==> src/include/cvc_params.svh <==
// Register offsets, field positions, reset values and timing of the charge channel
`ifndef CVC_PARAMS_SVH
`define CVC_PARAMS_SVH

`define CVC_ADDR_BATCH        8'h0b
`define CVC_ADDR_ACCEL        8'h10
`define CVC_ADDR_GYRO         8'h11
`define CVC_ADDR_CHAN         8'h16
`define CVC_ADDR_SWAP         8'h19
`define CVC_ADDR_SAMPLE_LO    8'h3a
`define CVC_ADDR_SAMPLE_HI    8'h3b

`define CVC_BIT_CHAN_EN       7
`define CVC_BIT_ROUTE         6
`define CVC_BIT_ELEC_A_EN     3
`define CVC_BIT_ELEC_B_EN     2
`define CVC_FLD_ZIN_HI        1
`define CVC_FLD_ZIN_LO        0
`define CVC_BIT_BATCH         2
`define CVC_BIT_SWAP          1

`define CVC_RESET_BYTE        8'h00
`define CVC_UNMAPPED_BYTE     8'h00

`define CVC_CLOCK_HZ          100000000
`define CVC_RATE_HZ           240
`define CVC_PERIOD_CYCLES     (`CVC_CLOCK_HZ / `CVC_RATE_HZ)

`endif

==> src/include/cvc_pkg.sv <==
// Shared types of the charge channel controller
package cvc_pkg;
    typedef logic [7:0]         cvc_byte_t;
    typedef logic signed [15:0] cvc_sample_t;
    typedef enum logic [0:0] {CVC_IDLE, CVC_RUN} cvc_rate_state_t;
endpackage : cvc_pkg

==> src/rtl/cvc_ctrl.sv <==
// Charge-variation channel control, sampling and register readout
//
// How it works
// - The host writes the control registers with single-byte writes and reads all registers through auto-incrementing reads.
// - Writing 0xC0 to 0x16 enables the channel and routes its ready event to the second pin.
// - Each sample sits in 3Ah and 3Bh and is fetched by a two-byte read from 3Ah.
// - While enabled, samples arrive at a fixed 240 Hz independent of any host rate setting.
// - With the batch bit of 0Bh set, each sample is pushed toward the FIFO.
// - A two-bit field of 16h selects the input impedance of the channel buffers.
// - The swap bit of 19h exchanges the two electrode inputs internally.
// - Separate enables in 16h select single-ended or differential use; 0xCC turns all on.
// - The sample is the difference of the two inputs; an unused input contributes nothing.
// - Each sample is also offered to the learning core and the state machine engine.
`timescale 1ns/10ps
`include "cvc_params.svh"
module cvc_ctrl
    import cvc_pkg::*;
#(
    parameter int SAMPLE_PERIOD = `CVC_PERIOD_CYCLES
) (
    input  wire logic        CLOCK,
    input  wire logic        RESETN,
    input  wire logic        CE,
    input  wire logic        WR_EN,
    input  wire logic        RD_EN,
    input  wire logic        RD_FIRST,
    input  wire logic [7:0]  ADDR,
    input  wire logic [7:0]  WDATA,
    output logic      [7:0]  RDATA,
    output logic             RD_VALID,
    input  wire cvc_sample_t ELECTRODE_IN_A,
    input  wire cvc_sample_t ELECTRODE_IN_B,
    output logic      [7:0]  ACCEL_MODE,
    output logic      [7:0]  GYRO_MODE,
    output logic      [1:0]  INPUT_IMPEDANCE_SEL,
    output logic             ELECTRODE_A_ENABLE,
    output logic             ELECTRODE_B_ENABLE,
    output logic             ELECTRODE_SWAP,
    output logic             SECOND_INTERRUPT_PIN,
    output logic             FIFO_PUSH,
    output cvc_sample_t      FIFO_DATA,
    output logic             CORE_SAMPLE_VALID,
    output cvc_sample_t      CORE_SAMPLE
);
    initial begin
        if (SAMPLE_PERIOD < 2) $error("cvc_ctrl: SAMPLE_PERIOD must be at least 2");
    end

    ////////////////////////////////////////////////////////////////////////////////////////
    // Register file

    cvc_byte_t reg_batch;
    cvc_byte_t reg_accel;
    cvc_byte_t reg_gyro;
    cvc_byte_t reg_chan;
    cvc_byte_t reg_swap;

    // Single-byte write decode; sample bytes are read-only
    wire wr_batch = CE && WR_EN && (ADDR == `CVC_ADDR_BATCH);
    wire wr_accel = CE && WR_EN && (ADDR == `CVC_ADDR_ACCEL);
    wire wr_gyro  = CE && WR_EN && (ADDR == `CVC_ADDR_GYRO);
    wire wr_chan  = CE && WR_EN && (ADDR == `CVC_ADDR_CHAN);
    wire wr_swap  = CE && WR_EN && (ADDR == `CVC_ADDR_SWAP);

    always_ff @(posedge CLOCK or negedge RESETN) begin
        if (!RESETN) begin
            reg_batch <= `CVC_RESET_BYTE;
            reg_accel <= `CVC_RESET_BYTE;
            reg_gyro  <= `CVC_RESET_BYTE;
            reg_chan  <= `CVC_RESET_BYTE;
            reg_swap  <= `CVC_RESET_BYTE;
        end else begin
            if (wr_batch) reg_batch <= WDATA;
            if (wr_accel) reg_accel <= WDATA;
            if (wr_gyro)  reg_gyro  <= WDATA;
            if (wr_chan)  reg_chan  <= WDATA;
            if (wr_swap)  reg_swap  <= WDATA;
        end
    end

    // Field extraction
    wire chan_en  = reg_chan[`CVC_BIT_CHAN_EN];
    wire route_en = reg_chan[`CVC_BIT_ROUTE];
    wire elec_a   = reg_chan[`CVC_BIT_ELEC_A_EN];
    wire elec_b   = reg_chan[`CVC_BIT_ELEC_B_EN];
    wire batch_en = reg_batch[`CVC_BIT_BATCH];
    wire swap_en  = reg_swap[`CVC_BIT_SWAP];

    assign ACCEL_MODE          = reg_accel;
    assign GYRO_MODE           = reg_gyro;
    assign INPUT_IMPEDANCE_SEL = reg_chan[`CVC_FLD_ZIN_HI:`CVC_FLD_ZIN_LO];
    assign ELECTRODE_A_ENABLE  = elec_a;
    assign ELECTRODE_B_ENABLE  = elec_b;
    assign ELECTRODE_SWAP      = swap_en;

    ////////////////////////////////////////////////////////////////////////////////////////
    // Sampling

    logic tick;

    cvc_rate_gen #(
        .PERIOD (SAMPLE_PERIOD)
    ) u_rate (
        .clk   (CLOCK),
        .rst_n (RESETN),
        .ce    (CE),
        .run   (chan_en),
        .tick  (tick)
    );

    // Swap, per-input enable and difference with saturation
    wire cvc_sample_t   pos_in  = swap_en ? ELECTRODE_IN_B : ELECTRODE_IN_A;
    wire cvc_sample_t   neg_in  = swap_en ? ELECTRODE_IN_A : ELECTRODE_IN_B;
    wire cvc_sample_t   pos_use = elec_a ? pos_in : '0;
    wire cvc_sample_t   neg_use = elec_b ? neg_in : '0;
    wire signed [16:0]  diff    = {pos_use[15], pos_use} - {neg_use[15], neg_use};
    wire                ovf     = diff[16] != diff[15];
    wire cvc_sample_t   next_sample = ovf ? {diff[16], {15{~diff[16]}}} : diff[15:0];

    cvc_sample_t sample;
    logic        strobe;
    logic        ready_flag;
    logic [7:0]  hi_hold;

    // Read strobe of the low byte clears the ready flag
    wire [7:0] rd_addr;
    wire       rd_lo    = CE && RD_EN && (rd_addr == `CVC_ADDR_SAMPLE_LO);
    wire       rd_hi    = CE && RD_EN && (rd_addr == `CVC_ADDR_SAMPLE_HI);

    // Sample capture at the fixed rate, plus ready flag with set over clear
    always_ff @(posedge CLOCK or negedge RESETN) begin
        if (!RESETN) begin
            sample     <= '0;
            strobe     <= 1'b0;
            ready_flag <= 1'b0;
        end else if (CE) begin
            strobe <= tick;
            if (tick) sample <= next_sample;
            if (tick) ready_flag <= 1'b1;
            else if (rd_lo || !chan_en) ready_flag <= 1'b0;
        end
    end

    assign SECOND_INTERRUPT_PIN = ready_flag && route_en;
    assign FIFO_PUSH            = strobe && batch_en;
    assign FIFO_DATA            = sample;
    assign CORE_SAMPLE_VALID    = strobe;
    assign CORE_SAMPLE          = sample;

    ////////////////////////////////////////////////////////////////////////////////////////
    // Read port with address auto-increment

    logic [7:0] rd_ptr;
    assign rd_addr = RD_FIRST ? ADDR : rd_ptr;

    // Read multiplexer; the high byte comes from the copy taken with the low byte
    wire [7:0] rd_mux =
        (rd_addr == `CVC_ADDR_BATCH)     ? reg_batch   :
        (rd_addr == `CVC_ADDR_ACCEL)     ? reg_accel   :
        (rd_addr == `CVC_ADDR_GYRO)      ? reg_gyro    :
        (rd_addr == `CVC_ADDR_CHAN)      ? reg_chan    :
        (rd_addr == `CVC_ADDR_SWAP)      ? reg_swap    :
        (rd_addr == `CVC_ADDR_SAMPLE_LO) ? sample[7:0] :
        (rd_addr == `CVC_ADDR_SAMPLE_HI) ? hi_hold     :
                                           `CVC_UNMAPPED_BYTE;

    always_ff @(posedge CLOCK or negedge RESETN) begin
        if (!RESETN) begin
            rd_ptr   <= 8'h00;
            RDATA    <= 8'h00;
            RD_VALID <= 1'b0;
            hi_hold  <= 8'h00;
        end else if (CE) begin
            RD_VALID <= RD_EN;
            if (RD_EN) begin
                RDATA  <= rd_mux;
                rd_ptr <= rd_addr + 8'h01;
            end
            if (rd_lo) hi_hold <= sample[15:8];
            else if (!rd_hi) hi_hold <= sample[15:8];
        end
    end

    ////////////////////////////////////////////////////////////////////////////////////////
    // Checks

    a_route_pin_gate: assert property (@(posedge CLOCK) disable iff (!RESETN)
        SECOND_INTERRUPT_PIN |-> (reg_chan[`CVC_BIT_ROUTE] && ready_flag))
        else $error("second interrupt pin high without routing");

    a_ready_after_tick: assert property (@(posedge CLOCK) disable iff (!RESETN)
        (CE && tick) |=> ready_flag)
        else $error("ready flag not set by a new sample");

    a_batch_push_gate: assert property (@(posedge CLOCK) disable iff (!RESETN)
        FIFO_PUSH |-> (reg_batch[`CVC_BIT_BATCH] && CORE_SAMPLE_VALID))
        else $error("fifo push without batch bit");

    a_tick_spacing: assert property (@(posedge CLOCK) disable iff (!RESETN)
        (tick && CE) |=> !tick)
        else $error("sample ticks too close");

    a_no_tick_off: assert property (@(posedge CLOCK) disable iff (!RESETN)
        !chan_en |-> !tick)
        else $error("sample while channel disabled");

    a_sample_load: assert property (@(posedge CLOCK) disable iff (!RESETN)
        (CE && tick) |=> (sample == $past(next_sample)) && strobe)
        else $error("sample not loaded on tick");

    a_swap_route: assert property (@(posedge CLOCK) disable iff (!RESETN)
        reg_swap[`CVC_BIT_SWAP] |-> (pos_in == ELECTRODE_IN_B && neg_in == ELECTRODE_IN_A))
        else $error("electrode swap not applied");

    a_unused_input: assert property (@(posedge CLOCK) disable iff (!RESETN)
        !reg_chan[`CVC_BIT_ELEC_B_EN] |-> (neg_use == 16'sh0000))
        else $error("disabled electrode contributes");

    a_read_increment: assert property (@(posedge CLOCK) disable iff (!RESETN)
        (CE && RD_EN && RD_FIRST && ADDR == `CVC_ADDR_SAMPLE_LO)
        |=> (rd_ptr == `CVC_ADDR_SAMPLE_HI) && RD_VALID)
        else $error("read pointer did not advance");

    a_impedance_field: assert property (@(posedge CLOCK) disable iff (!RESETN)
        wr_chan |=> (INPUT_IMPEDANCE_SEL == $past(WDATA[1:0])))
        else $error("impedance field not taken from write");
endmodule : cvc_ctrl

==> src/rtl/cvc_rate_gen.sv <==
// Fixed output-rate tick generator for the charge channel
`timescale 1ns/10ps
`include "cvc_params.svh"
module cvc_rate_gen
    import cvc_pkg::*;
#(
    parameter int PERIOD = `CVC_PERIOD_CYCLES
) (
    input  wire logic clk,
    input  wire logic rst_n,
    input  wire logic ce,
    input  wire logic run,
    output logic      tick
);
    initial begin
        if (PERIOD < 2) $error("cvc_rate_gen: PERIOD must be at least 2");
    end

    localparam int CW = $clog2(PERIOD);

    cvc_rate_state_t state;
    logic [CW-1:0]   count;
    wire             at_end = (count == CW'(PERIOD - 1));

    // Free counter restarted whenever the channel is switched on
    always_ff @(posedge clk or negedge rst_n) begin
        if (!rst_n) begin
            state <= CVC_IDLE;
            count <= '0;
        end else if (ce) begin
            case (state)
                CVC_IDLE: begin
                    count <= '0;
                    if (run) state <= CVC_RUN;
                end
                CVC_RUN: begin
                    count <= at_end ? '0 : count + 1'b1;
                    if (!run) state <= CVC_IDLE;
                end
                default: state <= CVC_IDLE;
            endcase
        end
    end

    assign tick = ce && run && (state == CVC_RUN) && at_end;
endmodule : cvc_rate_gen
==> config.mk <==
export PLATFORM = sky130hd
export DESIGN_NAME = cvc_ctrl
export DESIGN_NICKNAME = d
export VERILOG_FILES = /design/src/include/cvc_pkg.sv /design/src/rtl/cvc_ctrl.sv /design/src/rtl/cvc_rate_gen.sv
export VERILOG_INCLUDE_DIRS = /design/src /design/src/include
export SDC_FILE = /design/constraint.sdc
export NUM_CORES = 1
export LEC_CHECK = 0
export BUFFER_PORTS_ARGS = -buffer_cell sky130_fd_sc_hd__buf_2
export CORE_AREA = 2 2 167 169
export CTS_CLUSTER_DIAMETER = 100
export DETAILED_ROUTE_END_ITERATION = 10
export DIE_AREA = 0 0 169 171
export GPL_TIMING_DRIVEN = 0
export SETUP_SLACK_MARGIN = 0.15
export SLEW_MARGIN = 20
export SYNTH_ARGS = -nofsm -noshare
export SYNTH_HDL_FRONTEND = slang
export SYNTH_SLANG_ARGS = --single-unit
==> constraint.sdc <==
create_clock -name CLOCK -period 4.73 [get_ports CLOCK]
set_clock_uncertainty 0.05 [all_clocks]
set_input_delay 0.946 -clock CLOCK [delete_from_list [all_inputs] [get_ports CLOCK]]
set_output_delay 0.946 -clock CLOCK [all_outputs]
set_load 0.005 [all_outputs]
==> results of run 1 <==
==> layer usage <==
metal	GRT usage [%]	up-vias
met5	0	-
met4	4.46	0
met3	2.20	22
met2	20.5	168
met1	18.1	2657
li1	-	2768
==> final cells by class <==
type | count | share of cell area (%)
Clock buffer | 10 | 2.84
Tap cell | 346 | 5.37
Buffer | 52 | 3.45
Sequential cell | 103 | 32.0
Timing Repair Buffer | 117 | 7.66
Clock inverter | 6 | 0.854
Multi-Input combinational cell | 534 | 47.0
Inverter | 17 | 0.792
==> sequential cells by signal, indices dropped and copies added, names as in the netlist <==
name	flops
u_rate.count	19
CORE_SAMPLE	16
ACCEL_MODE	8
GYRO_MODE	8
RDATA	8
hi_hold	8
rd_ptr	8
reg_batch	8
reg_chan	8
reg_swap	8
CORE_SAMPLE_VALID	1
RD_VALID	1
ready_flag	1
u_rate.state	1
==> cell usage in the layout (no fill, tap or decap), drive strengths merged, types with 6 or more instances in the layout <==
cell    count
xor2       15
maj3       15
mux2       73
and2        7
nor3       12
inv        18
nand3      22
mux2i      21
a21oi      25
ha         22
dfrtp     103
clkbuf     36
o21ai      73
buf       143
xnor2      12
nor2       33
nand4       6
and3        9
nand2      92
nor2b      19
==> worst paths after layout <==
check | startpoint | endpoint | slack (ns) | cells past startpoint
max | reg_swap[1] | CORE_SAMPLE[13] | 0.55 | 14
min | RDATA[6] | RDATA[6] | 0.43 | 2
max reg2reg | reg_swap[1] | CORE_SAMPLE[13] | 0.55 | 14
min reg2reg | RDATA[6] | RDATA[6] | 0.43 | 2
max in group asynchronous | RESETN | ACCEL_MODE[4] | 3.51 | 2
min in group asynchronous | RESETN | u_rate.count[1] | 0.46 | 1
==> cell families after synthesis <==
family	count (synthesis)	synth area share (%)
multiplexers	94	15.4
AND/OR/NAND/NOR	226	16.4
XOR/XNOR	27	3.65
buffers and inverters	69	5.09
flip-flops	103	38.5
adder cells (fa/ha/maj)	38	6.85
AO/OA/AOI/OAI	149	14.1
==> critical path, cell delays in order, from the launching register on <==
cell and delay [ns]:
dfrtp_1 0.34, clkbuf_1 0.33, clkbuf_1 0.61, mux2i_1 0.26
nor2b_1 0.07, ha_1 0.38, and2_1 0.20, a311oi_1 0.37
o21ai_0 0.14, nand2_1 0.08, nand4_1 0.09, o22ai_1 0.49
buf_2 0.35, maj3_2 0.23, o21ai_1 0.05
==> per-stage QoR <==
stage,hold WS (ns),utilization [%]
final,0.429,29.5
after global routing,0.462,29.5
after CTS,0.436,29.5
after detailed placement,0.420,28.4
after global placement,0.412,28.2
after floorplan,0.399,-
==> power groups by stage <==
stage               clock, W  combinational [W]  sequential (W)
floorplan                  0           0.000325        0.000945
finish              0.000754           0.000464        0.000936
global route        0.000807           0.000517        0.000939
global placement           0           0.000452        0.000951
detailed placement         0           0.000463        0.000952
CTS                 0.000773           0.000464        0.000935
==> what timing repair did <==
item / 4_1_cts / 5_1_grt
setup endpoints to repair: 0 / 1
endpoints found under the hold margin: 0 / 0
gates resized for setup: 0 / 1
setup buffers: 0 / 0
==> results.md, run 1 <==
* Fillers at slightly below 3000
* Congestion Overflow GR at 0
* DR WL/cell at 15.8 microns
* First-pass GRT wire length at a little under 30 mm
* Routed wire length at 18.7 mm
* H-tree lvl count at 3
* DR top layer: met4
* Pwr dens at around 270 nW/um^2
* Clk buf depth at 2
* Seq/Total Area, Yosys at between 30% and 40%
* Area grow syn2layout at 20.5%
* Largest net degree at the start of global routing at between 60 and 70
* Max Fclk at roughly 240 MHz
* Comb pwr share at about 22%
* Avg Vias per Cell at around 4.7
* Core area at about 27000 sq um
* Clk_lat worst skew at roughly 0.35 ns
* Non-Filler Instances at roughly 1200
* Worst-path clk slew at 0.07 ns
* DR WL met3 at roughly 900 microns
* GRT Total Usage at 13.0%
* Post-synth top area cell: dfrtp_1
* Die X-Extent at about 170 microns
* Max-cap violations at 0
* Setup TNS at 0 ns
* PortBufs at about 120
* Share of layout cells above drive strength 1 at a little over 30%
* DRC Markers at 0
* RSZ-0062 raised after global routing: no
* Synth top area share at between 30% and 40%
* Place WS at approximately 0.48 ns
* Register area at 2580 sq um
* Fraction of registers with async set/reset at 100%
* Drt initial violations at between 200 and 300
* HP Class: register to register
* GP Congestion at 0.846
* Via count at around 5600
* Yosys warns at 0
* CTS tree: built
* Clock Sinks at 103
* Final Max Slew Viols at 0
* Worst setup SP type: register
* Sequential fraction of design power at between 40% and 50%
* Initial antenna violation count at 0
* Fin crit period at between 4 and 5 ns
* Cell total after placement at around 1200
* Met2 wire length at 8.36 mm
* Cts bufs inserted at 9
* Synthesized cell area at between 6000 and 7000 sq um
* Post-synth top flop: dfrtp_1
* Final ANT Viol Nets at 0
* Switching power total at between 0.0006 and 0.0007 W
* Gate Count Post-Synth at slightly above 700
* Vias in the first global route at between 5000 and 6000
* Worst-Margin Slew at 0.947 ns
* Final Cycle Share at 88.4%
* Worst endpoint data arrival time at approximately 4.4 ns
* Syn avg cell area at 9.47 sq um
* First-pass DRT Iterations at 7
* Number of synthesized flops with an enable pin at 0
* Post-cts hold buffer count at 0
* CP Max Fanout at 10
* Final setup viols at 0
* Net Count, Synth at roughly 780
* DRT met1 WL at ~9 mm
* Footprint of the multi-input gates at 3790 sq um
* LEAKAGE at around 3.7 nW
* Status: completed
* Fin worst setup slack at ~0.55 ns
* Setup crit end kind: register
* Required time worst endpoint at 4.90 ns
* Die height at ~170 microns
* WS Path Type: register to register
* Rows at 61
* DIE AREA at 28900 sq um
* Total Power at between 0.002 and 0.0025 W
* Post-synth top cells: dfrtp_1, nand2_1, mux2_2
* Flop and latch count out of synthesis at about 100
* Cell area after layout at approximately 8100 sq um
* Initial cell density of the core at between 20 and 25%
* Clk pwr share at between 30% and 40%
* Antenna cell count at 0
* HPWL after DPL at 14.5 mm
* Pint at approximately 0.0015 W
* Top-count cell post-synth: dfrtp_1
* Slew headroom at a little over a third
* Top Ports at about 120
* Max VDD drop at approximately 0.15 mV
* Root Driver: clkbuf_16
* Synth top area cells: dfrtp_1, mux2_2, nand2_1, ha_1, o21ai_0
* Hold violation count in the final report at 0
* Area after DPL at 7750 sq um
* Nets at 911
* Synth cell types at 63
* Switch share at between 20% and 30%
(Power assumes the default switching activity.)
==> inputs of run 2 (changes only) <==
Settings changed: CORE_AREA 2 2 167 169 to 2 2 166 168, DIE_AREA 0 0 169 171 to 0 0 168 170, SYNTH_HIERARCHICAL set to 1.
==> results.md, run 2 <==
* Status: completed
* Synth top area cells: dfrtp_1, mux2_2, ha_1, nand2_1, mux2i_1
* Cell total after placement at about 1100
* GRT Total Usage at 13.2%
* Final Max Slew Viols at 0
* Non-Filler Instances at about 1100
* Antenna cell count at 0
* Area after DPL at around 7700 sq um
* WS Path Type: register to register
* Place WS at about 0.32 ns
* Nets at ~870
* Cell mode on critical path: nand2_1
* Cts bufs inserted at 9
* Gate Count Post-Synth at approximately 660
* Synth top area share at around two fifths
* Avg Vias per Cell at roughly 4.9
* Synthesized cell area at 6580 sq um
* Post-synth top cells: dfrtp_1, nand2_1, mux2_2
* CP Max Fanout at 10
* Final setup viols at 0
* First-pass GRT wire length at 29.7 mm
* Clk pwr share at between 30% and 40%
* Max VDD drop at between 0.15 and 0.2 mV
* HPWL after DPL at roughly 14 mm
* Hold violation count in the final report at 0
* Net Count, Synth at ~740
* Largest Register: u_rate/count
* Die height at 170 microns
* Yosys warns at 6
* Clk buf depth at 2
* GP Congestion at ~0.86
* CP Buf/Inv Count at 3
* DRC Markers at 0
* Die X-Extent at between 150 and 200 microns
* Fin worst setup slack at around 0.53 ns
* Final Cycle Share at between 80 and 90%
* RSZ-0062 raised after global routing: no
* Via count at 5585
* Top Ports at between 100 and 150
* Clock Sinks at a little over 100
* Rows at 60
* CP top delay family: compound AO/OA/AOI/OAI gates
* Slowest stage cell, crit path: o41ai_1
* Vias in the first global route at 5240
* Core area at roughly 27000 sq um
* DIE AREA at approximately 29000 sq um
* CTS tree: built
* Commonest non-fill, non-tap cell in the layout: buf_2
* Worst path max stage delay at 0.54 ns
* Drt initial violations at approximately 470
* Number of synthesized flops with an enable pin at 0
* Seq/Total Area, Yosys at approximately 39%
* Slew headroom at between 10% and 20%
* Top-count cell post-synth: dfrtp_1
* Max-cap violations at 0
* Root Driver: clkbuf_16
* Routed wire length at 18.8 mm
* Fillers at around 2800
* Sequential fraction of design power at 45.8%
* Syn avg cell area at 9.94 sq um
* CP Cell Sequence: clkbuf_1 > clkbuf_2 > mux2_2 > nand2_1 > ha_1 > fa_1 > nor2b_1 > o2111ai_1 > a31o_2 > a21oi_1 > o41ai_1 > nand2_1 > o31a_1 > buf_2 > o221a_1
* Synth cell types at between 70 and 80
* Post-CTS setup buffer count at 0
* Max Fclk at 238 MHz
* Initial antenna violation count at 0
* Switching power total at a little under 0.0006 W
* Switch share at roughly 29%
* Congestion Overflow GR at 0
* DR WL/cell at between 15 and 20 microns
* Post-synth top area cell: dfrtp_1
* Share of layout cells above drive strength 1 at between 30% and 40%
* Comb pwr share at between 15 and 20%
* Initial cell density of the core at 24.7%
* Fraction of registers with async set/reset at 100%
* Pint at between 0.001 and 0.0015 W
* PortBufs at 118
* Required time worst endpoint at between 4 and 5 ns
* Worst setup SP type: register
* First-pass DRT Iterations at 5
* Register area at between 2000 and 3000 sq um
* Clk_lat worst skew at about 0.36 ns
* Post-synth top flop: dfrtp_1
* Final ANT Viol Nets at 0
* Total Power at just over 0.002 W
* Setup crit end kind: register
* Worst-Margin Slew at between 1 and 1.5 ns
* LEAKAGE at approximately 3.7 nW
* Footprint of the multi-input gates at 3660 sq um
* Fin crit period at between 4 and 5 ns
* Worst endpoint data arrival time at 4.40 ns
* Largest net degree at the start of global routing at 75
* HP Class: input port to asynchronous set/reset pin
* Max reg flops at 19
* H-tree lvl count at 3
* Cell area after layout at roughly 8000 sq um
* Flop and latch count out of synthesis at 103
* Pwr dens at 254 nW/um^2
* Area grow syn2layout at 21.0%
* Most frequent cells in the layout: buf_2, dfrtp_1, nand2_1, mux2_2, o21ai_0
* Worst-path clk slew at roughly 0.08 ns
* Setup TNS at 0 ns
run 2: cell types whose count changed after synthesis, moves of 5 or more:
cell | before | now
o21ai_0 | 55 | 29
a31oi_1 | 4 | 12
o221a_1 | 0 | 10
o21ai_1 | 17 | 2
maj3_2 | 10 | 0
nand2_1 | 92 | 73
a222oi_1 | 1 | 8
nor2_1 | 33 | 27
clkbuf_1 | 25 | 15
xor2_1 | 15 | 6
nand4b_1 | 0 | 5
run 2: what timing repair did:
action                                  CTS  global route
resized for setup                         0             2
endpoints found under the setup margin    0            10
hold buffers                              0             0
run 2: routing by layer:
metal | part of all wire [%] | global-route usage [%] | vias up
met3 | 5.0 | 1.65 | 16
met1 | 49 | 19.1 | 2696
met2 | 45 | 20.8 | 180
met4 | 1.2 | 3.44 | 0
li1 | - | - | 2693
met5 | 0 | 0 | -
run 2: power groups by stage:
| stage | Sequential (W) | Clock, W | Combinational, W |
|---|---|---|---|
| 2_1_floorplan | 0.000939 | 0 | 0.000220 |
| 5_1_grt | 0.000931 | 0.000815 | 0.000371 |
| 3_3_place_gp | 0.000944 | 0 | 0.000322 |
| 4_1_cts | 0.000927 | 0.000780 | 0.000333 |
| 3_5_place_dp | 0.000945 | 0 | 0.000332 |
| 6_report | 0.000928 | 0.000765 | 0.000333 |
run 2: logic make-up after synthesis:
logic type	synth area share [%]
buffers and inverters	5.36
muxes	15.2
xor gates and xnor gates	2.26
and+or+nand+nor	17.0
adders and majority gates	4.64
DFF	39.2
AOI/OAI and AO/OA	16.4
run 2: final timing paths:
path                       depth (start not counted)               end        start  slack (ns)
setup / recovery                                  15   CORE_SAMPLE[13]  reg_swap[1]        0.53
hold / removal                                     1  u_rate/count[14]       RESETN        0.41
setup reg to reg                                  15   CORE_SAMPLE[13]  reg_swap[1]        0.53
hold reg to reg                                    1        ready_flag   ready_flag        0.43
max in group asynchronous                          2   CORE_SAMPLE[10]       RESETN        3.57
min in group CLOCK                                 1        ready_flag   ready_flag        0.43
run 2: final cells by class:
cell class                      count  area share, %
Clock inverter                      7           1.04
Inverter                           20          0.942
Timing Repair Buffer              121           7.99
Tap cell                          341           5.36
Clock buffer                        9           2.83
Multi-Input combinational cell    492           46.0
Buffer                             47           3.52
Sequential cell                   103           32.4
run 2: metrics by stage:
| step | utilization [%] | hold WS (ns) |
|---|---|---|
| final | 29.9 | 0.414 |
| after global routing | 29.9 | 0.429 |
| after CTS | 29.9 | 0.415 |
| after detailed placement | 28.7 | 0.413 |
| after global placement | 28.5 | 0.404 |
| after floorplan | - | 0.392 |
